### config.mk
export PLATFORM = sky130hd
export DESIGN_NAME = hwtc_top
export DESIGN_NICKNAME = d
export VERILOG_FILES = /design/src/hwtc_pkg.sv /design/src/hwtc_term_if.sv /design/src/hwtc_top.sv /design/src/hwtc_term_dec.sv /design/src/hwtc_clk_mux.sv
export SDC_FILE = /design/constraint.sdc
export NUM_CORES = 1
export LEC_CHECK = 0
export BUFFER_PORTS_ARGS = -buffer_cell sky130_fd_sc_hd__buf_2
export CAP_MARGIN = 20
export CORE_MARGIN = 2
export CORE_UTILIZATION = 40
export DETAILED_ROUTE_END_ITERATION = 8
export PLACE_DENSITY = 0.68
export SYNTH_ARGS = -nofsm -noshare
export SYNTH_HDL_FRONTEND = slang
export SYNTH_SLANG_ARGS = --single-unit
### constraint.sdc
create_clock -name clk_in -period 2.4 [get_ports clk_in]
set_input_delay 0.12 -clock clk_in [delete_from_list [all_inputs] [get_ports clk_in]]
set_output_delay 0.12 -clock clk_in [all_outputs]
set_load 0.1 [all_outputs]
### src/hwtc_pkg.sv
// shared constants and types for the hardware-mode transmit clock and termination block
package hwtc_pkg;
    // apb map
    localparam int unsigned APB_AW = 12;
    localparam logic [11:0] CTRL_ADDR = 12'h000;
    localparam logic [11:0] STATUS_ADDR = 12'h004;
    localparam logic [31:0] CTRL_RST = 32'h0000_0000;
    localparam logic [31:0] CTRL_MASK = 32'h0000_1FFF;
    // control fields
    localparam int unsigned CTRL_SRC_LSB = 0;
    localparam int unsigned CTRL_TX_DIS = 2;
    localparam int unsigned CTRL_RX_DIS = 3;
    localparam int unsigned CTRL_E1_SEL = 4;
    localparam int unsigned CTRL_RX_MODE_LSB = 5;
    localparam int unsigned CTRL_TX_MODE_LSB = 9;
    // status fields
    localparam int unsigned STAT_HW_MODE = 0;
    localparam int unsigned STAT_SRC_LSB = 1;
    localparam int unsigned STAT_SWITCHING = 3;
    localparam int unsigned STAT_TX_TERM_LSB = 4;
    localparam int unsigned STAT_RX_TERM_LSB = 7;
    // bus interface select code that means hardware controller mode
    localparam logic [1:0] HW_MODE_CODE = 2'h3;
    // transmit clock sources, index into the source vector
    localparam logic [1:0] SRC_TX_CLK = 2'h0;
    localparam logic [1:0] SRC_TX_PLL = 2'h1;
    localparam logic [1:0] SRC_MCLK = 2'h2;
    localparam logic [1:0] SRC_RX_CLK = 2'h3;
    // operating mode groups, upper two mode bits
    localparam logic [1:0] GRP_T1J1 = 2'h0;
    localparam logic [1:0] GRP_E1 = 2'h1;
    localparam logic [1:0] GRP_SYNC = 2'h2;
    localparam logic [1:0] GRP_RSVD = 2'h3;
    localparam logic [3:0] MODE_E1_SYNC = 4'h8;
    localparam logic [3:0] MODE_6312 = 4'hB;
    // termination settings
    typedef enum logic [2:0] {
        TERM_OFF,
        TERM_75,
        TERM_100,
        TERM_110,
        TERM_120
    } hwtc_term_t;
endpackage : hwtc_pkg

### src/hwtc_term_if.sv
// termination request and result between top and decoder
`timescale 1ns/1ps
`default_nettype none
interface hwtc_term_if;
    logic [3:0] mode;
    logic dis;
    logic e1_sel;
    hwtc_pkg::hwtc_term_t term;
    modport dec (input mode, input dis, input e1_sel, output term);
    modport user (output mode, output dis, output e1_sel, input term);
endinterface : hwtc_term_if
`default_nettype wire

### src/hwtc_top.sv
// hardware-mode transmit clock source and internal termination control
// Function
// - transmit pll always referenced to tx_clock_in
// - select pins decode 00/01/10/11 to four sources
// - pll clock pin equals selected transmit clock
// - termination follows selected modes automatically
// - transmit termination disable switches termination off
// - receive termination disable switches termination off
// - e1 select: 0 gives 75, 1 gives 120
// - one e1 select serves both directions
// - hardware mode repurposes port pins, fixes rest
// - interrupt pin doubles as jitter clock select
// - chip select pin doubles as remote loopback
//
// Added by the designer: the register addresses and the APB register port.
`timescale 1ns/1ps
`default_nettype none
module hwtc_top (
    // clock and reset
    input wire logic clk_in,
    input wire logic rst_in,
    // apb slave
    input wire logic psel_in,
    input wire logic penable_in,
    input wire logic pwrite_in,
    input wire logic [11:0] paddr_in,
    input wire logic [31:0] pwdata_in,
    output logic [31:0] prdata_out,
    output logic pready_out,
    output logic pslverr_out,
    // mode strap
    input wire logic [1:0] bus_if_sel_in,
    // clock sources
    input wire logic tx_clock_in,
    input wire logic tx_pll_clk_in,
    input wire logic mclk_scaled_in,
    input wire logic rx_clk_in,
    // hardware mode control pins
    input wire logic tx_clk_src_sel_lo_in,
    input wire logic tx_clk_src_sel_hi_in,
    input wire logic tx_term_disable_in,
    input wire logic rx_term_disable_in,
    input wire logic e1_term_impedance_sel_in,
    input wire logic [3:0] tx_mode_select_pins_in,
    input wire logic [3:0] rx_mode_select_pins_in,
    // shared pins and the interrupt request for the irq pin
    input wire logic irq_n_pin_in,
    input wire logic cs_n_pin_in,
    input wire logic irq_req_in,
    // clock outputs
    output logic tx_clk_out,
    output logic pll_clk_out,
    output logic pll_ref_out,
    // termination
    output hwtc_pkg::hwtc_term_t tx_term_out,
    output hwtc_pkg::hwtc_term_t rx_term_out,
    // mode and shared pin functions
    output logic hw_mode_out,
    output logic irq_n_pin_out,
    output logic irq_n_pin_oe_out,
    output logic jitter_att_clk_sel0_out,
    output logic remote_loopback_en_out,
    output logic port_cs_n_out
);
    localparam int unsigned NSYNC = 21;

    logic [NSYNC-1:0] async_w;
    logic [NSYNC-1:0] meta_r;
    logic [NSYNC-1:0] sync_r;
    logic [1:0] bus_if_sel_s;
    logic tx_clock_s;
    logic tx_pll_s;
    logic mclk_s;
    logic rx_clk_s;
    logic sel_lo_s;
    logic sel_hi_s;
    logic tx_dis_s;
    logic rx_dis_s;
    logic e1_s;
    logic [3:0] tx_mode_s;
    logic [3:0] rx_mode_s;
    logic irq_pin_s;
    logic cs_pin_s;

    logic hw_mode_r;
    logic [31:0] ctrl_r;
    logic [1:0] sel_eff;
    logic [1:0] active_sel;
    logic switching;
    logic [31:0] status_w;
    logic setup_w;
    logic access_w;
    logic tx_clk_w;
    logic pll_clk_w;

    hwtc_term_if tx_if ();
    hwtc_term_if rx_if ();

    // every pin and foreign clock is sampled twice before use
    assign async_w = {bus_if_sel_in, tx_clock_in, tx_pll_clk_in, mclk_scaled_in, rx_clk_in,
                      tx_clk_src_sel_lo_in, tx_clk_src_sel_hi_in, tx_term_disable_in,
                      rx_term_disable_in, e1_term_impedance_sel_in, tx_mode_select_pins_in,
                      rx_mode_select_pins_in, irq_n_pin_in, cs_n_pin_in};

    generate
        for (genvar i = 0; i < NSYNC; i++) begin : g_sync
            always_ff @(posedge clk_in or posedge rst_in) begin
                if (rst_in) begin
                    meta_r[i] <= 1'b0;
                    sync_r[i] <= 1'b0;
                end else begin
                    meta_r[i] <= async_w[i];
                    sync_r[i] <= meta_r[i];
                end
            end
        end
    endgenerate

    assign {bus_if_sel_s, tx_clock_s, tx_pll_s, mclk_s, rx_clk_s, sel_lo_s, sel_hi_s, tx_dis_s,
            rx_dis_s, e1_s, tx_mode_s, rx_mode_s, irq_pin_s, cs_pin_s} = sync_r;

    // mode is followed continuously; a strap changing on the fly simply re-selects
    always_ff @(posedge clk_in or posedge rst_in) begin
        if (rst_in) begin
            hw_mode_r <= 1'b0;
        end else begin
            hw_mode_r <= (bus_if_sel_s == hwtc_pkg::HW_MODE_CODE);
        end
    end

    // source selection: pins in hardware mode, control register otherwise
    assign sel_eff = hw_mode_r ? {sel_hi_s, sel_lo_s}
                               : ctrl_r[hwtc_pkg::CTRL_SRC_LSB +: 2];

    hwtc_clk_mux u_mux (
        .clk_in(clk_in),
        .rst_in(rst_in),
        .src_in({rx_clk_s, mclk_s, tx_pll_s, tx_clock_s}),
        .sel_in(sel_eff),
        .clk_out(tx_clk_w),
        .pll_out(pll_clk_w),
        .active_sel_out(active_sel),
        .switching_out(switching)
    );

    assign tx_clk_out = tx_clk_w;
    assign pll_clk_out = pll_clk_w;

    // the pll reference has no selector at all
    always_ff @(posedge clk_in or posedge rst_in) begin
        if (rst_in) begin
            pll_ref_out <= 1'b0;
        end else begin
            pll_ref_out <= tx_clock_s;
        end
    end

    // termination inputs; one impedance select feeds both directions
    assign tx_if.mode = hw_mode_r ? tx_mode_s : ctrl_r[hwtc_pkg::CTRL_TX_MODE_LSB +: 4];
    assign rx_if.mode = hw_mode_r ? rx_mode_s : ctrl_r[hwtc_pkg::CTRL_RX_MODE_LSB +: 4];
    assign tx_if.dis = hw_mode_r ? tx_dis_s : ctrl_r[hwtc_pkg::CTRL_TX_DIS];
    assign rx_if.dis = hw_mode_r ? rx_dis_s : ctrl_r[hwtc_pkg::CTRL_RX_DIS];
    assign tx_if.e1_sel = hw_mode_r ? e1_s : ctrl_r[hwtc_pkg::CTRL_E1_SEL];
    assign rx_if.e1_sel = hw_mode_r ? e1_s : ctrl_r[hwtc_pkg::CTRL_E1_SEL];

    hwtc_term_dec u_tx_term (
        .clk_in(clk_in),
        .rst_in(rst_in),
        .t(tx_if)
    );

    hwtc_term_dec u_rx_term (
        .clk_in(clk_in),
        .rst_in(rst_in),
        .t(rx_if)
    );

    assign tx_term_out = tx_if.term;
    assign rx_term_out = rx_if.term;

    // shared pins: port functions outside hardware mode, direct controls inside it
    always_ff @(posedge clk_in or posedge rst_in) begin
        if (rst_in) begin
            hw_mode_out <= 1'b0;
            irq_n_pin_out <= 1'b0;
            irq_n_pin_oe_out <= 1'b0;
            jitter_att_clk_sel0_out <= 1'b0;
            remote_loopback_en_out <= 1'b0;
            port_cs_n_out <= 1'b1;
        end else begin
            hw_mode_out <= hw_mode_r;
            // open drain: only ever pulls low
            irq_n_pin_out <= 1'b0;
            irq_n_pin_oe_out <= !hw_mode_r && irq_req_in;
            jitter_att_clk_sel0_out <= hw_mode_r && irq_pin_s;
            remote_loopback_en_out <= hw_mode_r && cs_pin_s;
            port_cs_n_out <= hw_mode_r ? 1'b1 : cs_pin_s;
        end
    end

    // apb slave, zero wait states
    assign setup_w = psel_in && !penable_in;
    assign access_w = psel_in && penable_in && pready_out;

    always_comb begin
        status_w = 32'h0000_0000;
        status_w[hwtc_pkg::STAT_HW_MODE] = hw_mode_r;
        status_w[hwtc_pkg::STAT_SRC_LSB +: 2] = active_sel;
        status_w[hwtc_pkg::STAT_SWITCHING] = switching;
        status_w[hwtc_pkg::STAT_TX_TERM_LSB +: 3] = tx_if.term;
        status_w[hwtc_pkg::STAT_RX_TERM_LSB +: 3] = rx_if.term;
    end

    always_ff @(posedge clk_in or posedge rst_in) begin
        if (rst_in) begin
            pready_out <= 1'b0;
            prdata_out <= 32'h0000_0000;
            pslverr_out <= 1'b0;
        end else begin
            pready_out <= setup_w;
            if (setup_w) begin
                pslverr_out <= !((paddr_in == hwtc_pkg::CTRL_ADDR) ||
                                 (paddr_in == hwtc_pkg::STATUS_ADDR && !pwrite_in));
                if (pwrite_in) begin
                    prdata_out <= 32'h0000_0000;
                end else if (paddr_in == hwtc_pkg::CTRL_ADDR) begin
                    prdata_out <= ctrl_r;
                end else if (paddr_in == hwtc_pkg::STATUS_ADDR) begin
                    prdata_out <= status_w;
                end else begin
                    prdata_out <= 32'h0000_0000;
                end
            end
        end
    end

    // control is only consulted outside hardware mode, where it stands in for the pins
    always_ff @(posedge clk_in or posedge rst_in) begin
        if (rst_in) begin
            ctrl_r <= hwtc_pkg::CTRL_RST;
        end else if (access_w && pwrite_in && paddr_in == hwtc_pkg::CTRL_ADDR) begin
            ctrl_r <= pwdata_in & hwtc_pkg::CTRL_MASK;
        end
    end

    property p_pll_ref;
        @(posedge clk_in) disable iff (rst_in)
        !$past(rst_in, 3) |-> pll_ref_out == $past(tx_clock_in, 3);
    endproperty
    a_pll_ref: assert property (p_pll_ref) else $error("pll reference not from tx clock pin");

    property p_src_decode;
        @(posedge clk_in) disable iff (rst_in)
        (hw_mode_r && $past(hw_mode_r) && !u_mux.switching_out && !switching && u_mux.state_r == 0)
            |-> active_sel == $past({sel_hi_s, sel_lo_s});
    endproperty
    a_src_decode: assert property (p_src_decode) else $error("active source differs from select pins");

    property p_pll_same;
        @(posedge clk_in) disable iff (rst_in)
        pll_clk_out == tx_clk_out;
    endproperty
    a_pll_same: assert property (p_pll_same) else $error("pll clock pin differs from transmit clock");

    property p_auto_term;
        @(posedge clk_in) disable iff (rst_in)
        $past(hw_mode_r && !rx_dis_s && rx_mode_s == 4'h0) |-> rx_term_out == hwtc_pkg::TERM_100;
    endproperty
    a_auto_term: assert property (p_auto_term) else $error("t1 receive termination not applied");

    property p_tx_dis;
        @(posedge clk_in) disable iff (rst_in)
        $past(hw_mode_r && tx_dis_s) |-> tx_term_out == hwtc_pkg::TERM_OFF;
    endproperty
    a_tx_dis: assert property (p_tx_dis) else $error("transmit termination not disabled");

    property p_rx_dis;
        @(posedge clk_in) disable iff (rst_in)
        $past(hw_mode_r && rx_dis_s) |-> rx_term_out == hwtc_pkg::TERM_OFF;
    endproperty
    a_rx_dis: assert property (p_rx_dis) else $error("receive termination not disabled");

    property p_e1_imp;
        @(posedge clk_in) disable iff (rst_in)
        $past(hw_mode_r && !tx_dis_s && tx_mode_s[3:2] == hwtc_pkg::GRP_E1)
            |-> tx_term_out == ($past(e1_s) ? hwtc_pkg::TERM_120 : hwtc_pkg::TERM_75);
    endproperty
    a_e1_imp: assert property (p_e1_imp) else $error("e1 impedance select not honoured");

    property p_e1_both;
        @(posedge clk_in) disable iff (rst_in)
        $past(hw_mode_r && !tx_dis_s && !rx_dis_s && tx_mode_s[3:2] == hwtc_pkg::GRP_E1
              && rx_mode_s[3:2] == hwtc_pkg::GRP_E1) |-> tx_term_out == rx_term_out;
    endproperty
    a_e1_both: assert property (p_e1_both) else $error("e1 terminations differ between directions");

    property p_fixed;
        @(posedge clk_in) disable iff (rst_in)
        $past(hw_mode_r) |-> port_cs_n_out && !irq_n_pin_oe_out;
    endproperty
    a_fixed: assert property (p_fixed) else $error("port functions active in hardware mode");

    property p_irq;
        @(posedge clk_in) disable iff (rst_in)
        !$past(rst_in) && $past(!hw_mode_r && irq_req_in)
            |-> irq_n_pin_oe_out && !irq_n_pin_out && !jitter_att_clk_sel0_out;
    endproperty
    a_irq: assert property (p_irq) else $error("interrupt not driven low in port mode");

    property p_rlb;
        @(posedge clk_in) disable iff (rst_in)
        !$past(rst_in) && $past(!hw_mode_r) |-> !remote_loopback_en_out && port_cs_n_out == $past(cs_pin_s);
    endproperty
    a_rlb: assert property (p_rlb) else $error("chip select misrouted in port mode");
endmodule : hwtc_top
`default_nettype wire

### src/hwtc_term_dec.sv
// decodes an operating mode into an internal termination setting
`timescale 1ns/1ps
`default_nettype none
module hwtc_term_dec (
    input wire logic clk_in,
    input wire logic rst_in,
    hwtc_term_if.dec t
);
    always_ff @(posedge clk_in or posedge rst_in) begin
        if (rst_in) begin
            t.term <= hwtc_pkg::TERM_OFF;
        end else if (t.dis) begin
            t.term <= hwtc_pkg::TERM_OFF;
        end else begin
            unique case (t.mode[3:2])
                hwtc_pkg::GRP_T1J1: begin
                    t.term <= t.mode[1] ? hwtc_pkg::TERM_110 : hwtc_pkg::TERM_100;
                end
                hwtc_pkg::GRP_E1: begin
                    t.term <= t.e1_sel ? hwtc_pkg::TERM_120 : hwtc_pkg::TERM_75;
                end
                hwtc_pkg::GRP_SYNC: begin
                    if (t.mode == hwtc_pkg::MODE_E1_SYNC) begin
                        t.term <= t.e1_sel ? hwtc_pkg::TERM_120 : hwtc_pkg::TERM_75;
                    end else if (t.mode == hwtc_pkg::MODE_6312) begin
                        t.term <= hwtc_pkg::TERM_75;
                    end else begin
                        t.term <= hwtc_pkg::TERM_110;
                    end
                end
                hwtc_pkg::GRP_RSVD: begin
                    // reserved modes leave the line unterminated
                    t.term <= hwtc_pkg::TERM_OFF;
                end
            endcase
        end
    end
endmodule : hwtc_term_dec
`default_nettype wire

### src/hwtc_clk_mux.sv
// glitch-free four-way selector of sampled clock sources
`timescale 1ns/1ps
`default_nettype none
module hwtc_clk_mux (
    input wire logic clk_in,
    input wire logic rst_in,
    input wire logic [3:0] src_in,
    input wire logic [1:0] sel_in,
    output logic clk_out,
    output logic pll_out,
    output logic [1:0] active_sel_out,
    output logic switching_out
);
    typedef enum logic [1:0] {
        HWTC_RUN,
        HWTC_WAIT_OLD_LOW,
        HWTC_WAIT_NEW_LOW
    } hwtc_mux_state_t;

    hwtc_mux_state_t state_r;
    logic [1:0] target_r;
    logic target_prev_r;
    logic out_nxt;

    // output stays high only for whole pulses of one source; between sources it parks low
    always_comb begin
        out_nxt = (state_r == HWTC_WAIT_NEW_LOW) ? 1'b0 : src_in[active_sel_out];
    end

    always_ff @(posedge clk_in or posedge rst_in) begin
        if (rst_in) begin
            state_r <= HWTC_RUN;
            target_r <= hwtc_pkg::SRC_TX_CLK;
            active_sel_out <= hwtc_pkg::SRC_TX_CLK;
        end else begin
            unique case (state_r)
                HWTC_RUN: begin
                    if (sel_in != active_sel_out) begin
                        target_r <= sel_in;
                        state_r <= HWTC_WAIT_OLD_LOW;
                    end
                end
                HWTC_WAIT_OLD_LOW: begin
                    if (!src_in[active_sel_out]) begin
                        state_r <= HWTC_WAIT_NEW_LOW;
                    end
                end
                HWTC_WAIT_NEW_LOW: begin
                    // hand over only at a falling edge of the new source, so the parked low
                    // lasts at least one half period of it; a stopped new source stalls the switch
                    if (target_prev_r && !src_in[target_r]) begin
                        active_sel_out <= target_r;
                        state_r <= HWTC_RUN;
                    end
                end
            endcase
        end
    end

    // previous level of the incoming source, for the falling-edge handover
    always_ff @(posedge clk_in or posedge rst_in) begin
        if (rst_in) begin
            target_prev_r <= 1'b0;
        end else begin
            target_prev_r <= src_in[target_r];
        end
    end

    // both pins share one next value so they can never differ
    always_ff @(posedge clk_in or posedge rst_in) begin
        if (rst_in) begin
            clk_out <= 1'b0;
            pll_out <= 1'b0;
            switching_out <= 1'b0;
        end else begin
            clk_out <= out_nxt;
            pll_out <= out_nxt;
            switching_out <= (state_r != HWTC_RUN);
        end
    end

    property p_no_runt;
        @(posedge clk_in) disable iff (rst_in)
        (state_r == HWTC_WAIT_NEW_LOW) |=> !clk_out;
    endproperty
    a_no_runt: assert property (p_no_runt) else $error("clock output not parked low while switching");
endmodule : hwtc_clk_mux
`default_nettype wire

* Yosys cells after proc, flatten, opt, wreduce, memory -nomap -nowiden
Index checks and enable logic that the tools add are counted.
Word-level totals: bits in registers 111, input port bits 71, logic and storage cells 135
Cells by class: magnitude comparators 2, equality and inequality tests 18, muxes and demuxes 30, reduce and logical (&&, ||, !) cells 24
Operators by type and width (count):
- 13-bit two-way mux | 2
- 3-bit one-hot mux with 4 select lines | 2
- 4-bit equality test (second input constant) | 4
- 3-bit two-way mux | 5
- 12-bit by 3-bit equality test with 1-bit output (second input constant) | 1
- 2-bit equality test (second input constant) | 6
- 12-bit zero test | 1
- 2-bit two-way mux | 6
- 1-bit logical AND | 10
- 10-bit two-way mux | 1
- 1-bit two-way mux | 9
- 4-bit two-way mux | 2
- 2-bit by 1-bit equality test with 1-bit output (second input constant) | 3
- 2-bit zero test | 3
- 2-bit by 3-bit less-than comparator with 1-bit output (second input constant) | 2
- 2-bit one-hot mux with 3 select lines | 1
- 1-bit zero test | 5
- 1-bit binary-select mux with 2-bit select | 2
- 2-bit inequality test (second input constant) | 2
- 2-bit AND reduction | 2
- 3-bit AND reduction | 1
- 2-bit by 1-bit inequality test with 1-bit output (second input constant) | 1
- 2-bit inequality test | 1
- 2-bit nonzero test | 1
- 1-bit logical OR | 1

* Logic depth before layout (Yosys ltp)
depth after elaboration 6, depth in mapped cells 6, gate-level depth less buffers 6

* Cells and area by module
A second synthesis with hierarchy kept.
Second synthesis, totals: cell total of the unflattened synthesis 266, area total of the unflattened synthesis 3624.7 µm²
Modules (own cells, without submodules):
- hwtc_top | times used 1, cells an instance 185, area an instance 2762.6 µm², seq. area each 1928.1 µm²
- hwtc_clk_mux | times used 1, cells an instance 53, area an instance 556.8 µm², seq. area each 225.2 µm²
- hwtc_term_dec | times used 2, cells an instance 14, area an instance 152.6 µm², seq. area each 75.1 µm²

* Least setup slack after synthesis
No wires, ideal clock.
kind register -> register, from reg pready_out, to reg ctrl_r[0], setup time 0.125 ns, arrival time 1.986 ns, path slack 0.289 ns, cell stages (with the launch flop) 5, path buffers 1, cell sequence dfrtp_1 > nand3_1 > nor4b_4 > buf_8 > mux2_4
Between the ends: longest elaborated chain between the ends 3
Ends and longest elaborated chain:
- from (decl) | line hwtc_top.sv:29 | output logic pready_out,
- from (signal assigned) | line hwtc_top.sv:220 | pready_out <= setup_w;
- 1-bit logical AND | line hwtc_top.sv:203 | assign access_w = psel_in && penable_in && pready_out;
- 1-bit logical AND (2 in a row) | line hwtc_top.sv:241 | end else if (access_w && pwrite_in && paddr_in == hwtc_pkg::CTRL_ADDR) begin
- to (signal assigned) | line hwtc_top.sv:240 | ctrl_r <= hwtc_pkg::CTRL_RST;
- to (signal assigned) | line hwtc_top.sv:242 | ctrl_r <= pwdata_in & hwtc_pkg::CTRL_MASK;
- to (decl) | line hwtc_top.sv:86 | logic [31:0] ctrl_r;
Every way passes these cells. A chain may end at the register's enable or synchronous reset.

* Worst setup path in the final report
from reg u_mux.target_r[0], to reg u_mux.active_sel_out[0]
Between the ends: longest elaborated chain between the ends 5
Ends and longest elaborated chain:
- from (decl) | line hwtc_clk_mux.sv:21 | logic [1:0] target_r;
- from (signal assigned) | line hwtc_clk_mux.sv:33 | target_r <= hwtc_pkg::SRC_TX_CLK;
- from (signal assigned) | line hwtc_clk_mux.sv:39 | target_r <= sel_in;
- 1-bit binary-select mux with 2-bit select | line hwtc_clk_mux.sv:51 | if (target_prev_r && !src_in[target_r]) begin
- 1-bit two-way mux (implied by the code) | line hwtc_clk_mux.sv:51
- 1-bit zero test | line hwtc_clk_mux.sv:51
- 1-bit logical AND | line hwtc_clk_mux.sv:51
- 2-bit AND reduction (no line)
- to (signal assigned) | line hwtc_clk_mux.sv:34 | active_sel_out <= hwtc_pkg::SRC_TX_CLK;
- to (signal assigned) | line hwtc_clk_mux.sv:52 | active_sel_out <= target_r;
- to (decl) | line hwtc_clk_mux.sv:11 | output logic [1:0] active_sel_out,
Parallel ways exist; a longest one is shown, timed or not. The select of a mux whose other input is x is not followed.

==> out/qor.yml <==
synth_top_area_frac: 0.630
globalRouteMet1Util: 0.188
number_of_enable_flip_flop_cells_after_synthesis: 0
number_of_filler_cells_placed_in_the_layout: 749
globalRoute.totalOverflow: 0
coreArea_sq_um: 8760
worst_clock_skew_ns: 0.0114
ys_ff_latch: 92
rsz_0062_raised_after_global_routing: "no"
area.growth.synth_to_final_pct: 28.7
dr.pass1.iters: 4
cts-buffers-inserted: 9
count_of_unique_library_cells_instantiated_by_yosys: 41
tritoncts_clock_tree: "yes"
via_count_of_the_first_global_routing_pass: 2240
cts.repair_timing.setup_buffer_count: 0
root_buffer_cell: "sky130_fd_sc_hd__clkbuf_8"
grt.busiest_layer: "met2"
setup_violating_endpoint_count_in_the_final_report: 0
finalWirelength_microns: 6840
cellLeakagePower_uw: 0.00227
critical_path_fanouts_max: 4
synthesis.instances: 248
setup-tns-final_ns: 0
share_of_post_route_cells_with_drive_strength_above_1: 0.357
clock.fmax_mhz: 555
ios: 120
hold_path_depth: 2
max-vdd-ir-drop_mv: 0.305
hold_fails_final_rpt: 0
tightestPinTransition_ns: 0.733
wire_per_inst_microns: 14.2
cts.htree.levels: 3
final_antenna_net_count: 0
final_period_minus_worst_setup_slack_ns: 1.80
grt_usage: 0.146
synthArstFlopShare: 1.00
synthesis.area_sq_um: 3610
chipHeight_microns: 99.1
via_count: 2234
initial_utilization: 0.412
crit_required_ns: 2.64
final-max-slew-violation-count: 0
critical_path_arrival_ns: 2.04
run_status: "complete, no violations"
synth-warning-count: 0
yosysMostFrequentCell: "sky130_fd_sc_hd__dfrtp_1"
grt_pass1_wl_microns: 11000
portBuffers: 80
drc_errors: 0
syn-mean-instance-area_sq_um: 14.6
layout.area.seq_sq_um: 2300
gr-usage-met3: 0.0326
floorplan.die_area_sq_um: 9810
timing.max_cap.violations: 0
multi_input_comb_area_sq_um: 1150
std_cell_rows: 34
r2r.worst_path.cells: 3
cp-end-kind: "register"
vias_per_cell: 4.63
synth_ff_type: "sky130_fd_sc_hd__dfrtp_1"
die_w_microns: 99.1
synthTopCellsByArea: "sky130_fd_sc_hd__dfrtp_1 (63%), sky130_fd_sc_hd__buf_4 (4.4%), sky130_fd_sc_hd__mux2_4 (4.2%), sky130_fd_sc_hd__mux2_2 (3.4%), sky130_fd_sc_hd__a221o_1 (3.3%)"
finish.net_count: 444
clock_transition_time_at_the_flip_flop_clock_pins_of_the_worst_setup_and_hold_paths_ns: 0.09
synth.largest_area_cell: "sky130_fd_sc_hd__dfrtp_1"
clock_latency_ns: 0.35
cts.hold.buffers_added: 33
antenna-diode-count: 0
power-per-cell-area_nw_per_um2: 823
startpoint_type_of_the_worst_setup_path: "register"
relative_slew_slack: 0.510
setup.worst_path.class: "register to register"
synth_common_cells: "sky130_fd_sc_hd__dfrtp_1 (91), sky130_fd_sc_hd__buf_4 (21), sky130_fd_sc_hd__a221o_1 (12), sky130_fd_sc_hd__mux2_2 (11), sky130_fd_sc_hd__mux2i_1 (11)"
grt_start_max_net_pins: 44
cts_resized: 0
met2_usage: 0.231
layout_worst_path_cycle_share: 0.751
clock_tree.buffer_depth: 2
synth_seq_area_share: 0.637
antenna_found_initial: 0
post-dp-hpwl_microns: 4780
first_iter_violations: 76
min-delay-path-class: "input pin to register"
cts_sinks: 92
gp_routability_congestion: 0.739
final_hold_slack_ns: 0.0182
==> path summary, 6_finish.rpt <==
path	start	to	slack [ns]
min in group asynchronous	rst_in	meta_r[16]	0.43
max reg2reg	u_mux.target_r[0]	u_mux.active_sel_out[0]	0.60
min	pwdata_in[1]	ctrl_r[1]	0.02
max in group asynchronous	rst_in	port_cs_n_out	1.28
max	u_mux.target_r[0]	u_mux.active_sel_out[0]	0.60
min reg2reg	meta_r[5]	rx_mode_s[3]	0.35
==> sequential cells by signal, indices dropped and copies added (netlist names), 2 cells and up <==
signal                count
meta_r                   21
ctrl_r                   13
prdata_out               13
rx_mode_s                 4
sync_r                    4
u_rx_term.t.term          3
u_tx_term.t.term          3
bus_if_sel_s              2
u_mux.active_sel_out      2
u_mux.state_r             2
u_mux.target_r            2
==> power breakdown <==
part	total (uW)	switching, uW	internal (uW)
logic	925	634	291
registers	1760	84.1	1680
clock network	1140	522	619
total	3830	1240	2590
==> kinds of logic (layout without fill, tap and decap cells) <==
logic type | count (synthesis) | in the layout | share of synthesized area
adder cells (fa/ha/maj) | 3 | 3 | 0.0104
flip-flops | 92 | 92 | 0.637
buffers and inverters | 37 | 145 | 0.0644
AO/OA/AOI/OAI | 33 | 33 | 0.0748
XOR/XNOR | 4 | 4 | 0.00969
AND/OR/NAND/NOR | 44 | 44 | 0.0838
other | 1 | 20 | 0.00104
multiplexers | 34 | 34 | 0.119
==> stage by stage <==
step | utilization | power (uW) | setup slack [ns] | std cells | cell area, sq um
6_report | 0.531 | 3830 | 0.598 | 483 | 4650
5_1_grt | 0.531 | 4010 | 0.485 | 483 | 4650
4_1_cts | 0.530 | 3870 | 0.571 | 482 | 4640
3_5_place_dp | 0.466 | 2680 | 0.573 | 433 | 4080
3_3_place_gp | 0.466 | 2650 | 0.594 | 433 | 4080
2_1_floorplan | - | 2540 | 0.289 | 267 | 3690
==> metal layers <==
layer  share of wire  up-vias
li1                -     1071
met2            0.48       69
met3           0.055       12
met1            0.44     1082
met4           0.025        0
met5               0        -
==> layout by cell type, fill, tap and decap left out, types with 2 or more instances in the layout <==
master and n:
sky130_fd_sc_hd__dlygate4sd3_1 34, sky130_fd_sc_hd__buf_4 5, sky130_fd_sc_hd__nand2_1 6, sky130_fd_sc_hd__nor4_2 3, sky130_fd_sc_hd__a21oi_1 4, sky130_fd_sc_hd__xor2_1 2, sky130_fd_sc_hd__and2_0 7, sky130_fd_sc_hd__mux2_4 10
sky130_fd_sc_hd__a22o_1 3, sky130_fd_sc_hd__clkinvlp_4 2, sky130_fd_sc_hd__ha_1 3, sky130_fd_sc_hd__and2_1 7, sky130_fd_sc_hd__xnor2_1 2, sky130_fd_sc_hd__o21ai_0 4, sky130_fd_sc_hd__bufinv_16 2, sky130_fd_sc_hd__mux2i_1 11
sky130_fd_sc_hd__a211oi_1 4, sky130_fd_sc_hd__inv_1 8, sky130_fd_sc_hd__buf_2 80, sky130_fd_sc_hd__nand3_1 2, sky130_fd_sc_hd__clkbuf_8 10, sky130_fd_sc_hd__nor2b_1 3, sky130_fd_sc_hd__conb_1 20, sky130_fd_sc_hd__clkinv_4 2
sky130_fd_sc_hd__nand2b_1 3, sky130_fd_sc_hd__dfrtp_1 91, sky130_fd_sc_hd__nor3_1 4, sky130_fd_sc_hd__mux2_2 11, sky130_fd_sc_hd__nor2_1 3, sky130_fd_sc_hd__mux4_2 2, sky130_fd_sc_hd__a221o_1 12
==> critical path, cell delays in order, from the launching register on <==
cell	delay, ns
sky130_fd_sc_hd__dfrtp_1	0.43
sky130_fd_sc_hd__mux4_2	0.55
sky130_fd_sc_hd__nor3_1	0.33
sky130_fd_sc_hd__mux2_2	0.39
==> area by class of cell <==
class | instances | area share
flip-flops and latches | 92 | 0.495
multi-input cells | 138 | 0.247
repair buffers | 120 | 0.172
clock buffers | 11 | 0.0304
well taps | 108 | 0.0291
clock inverters | 5 | 0.0183
inverters | 9 | 0.00807
No activity file was read; power rests on OpenSTA's default activity.
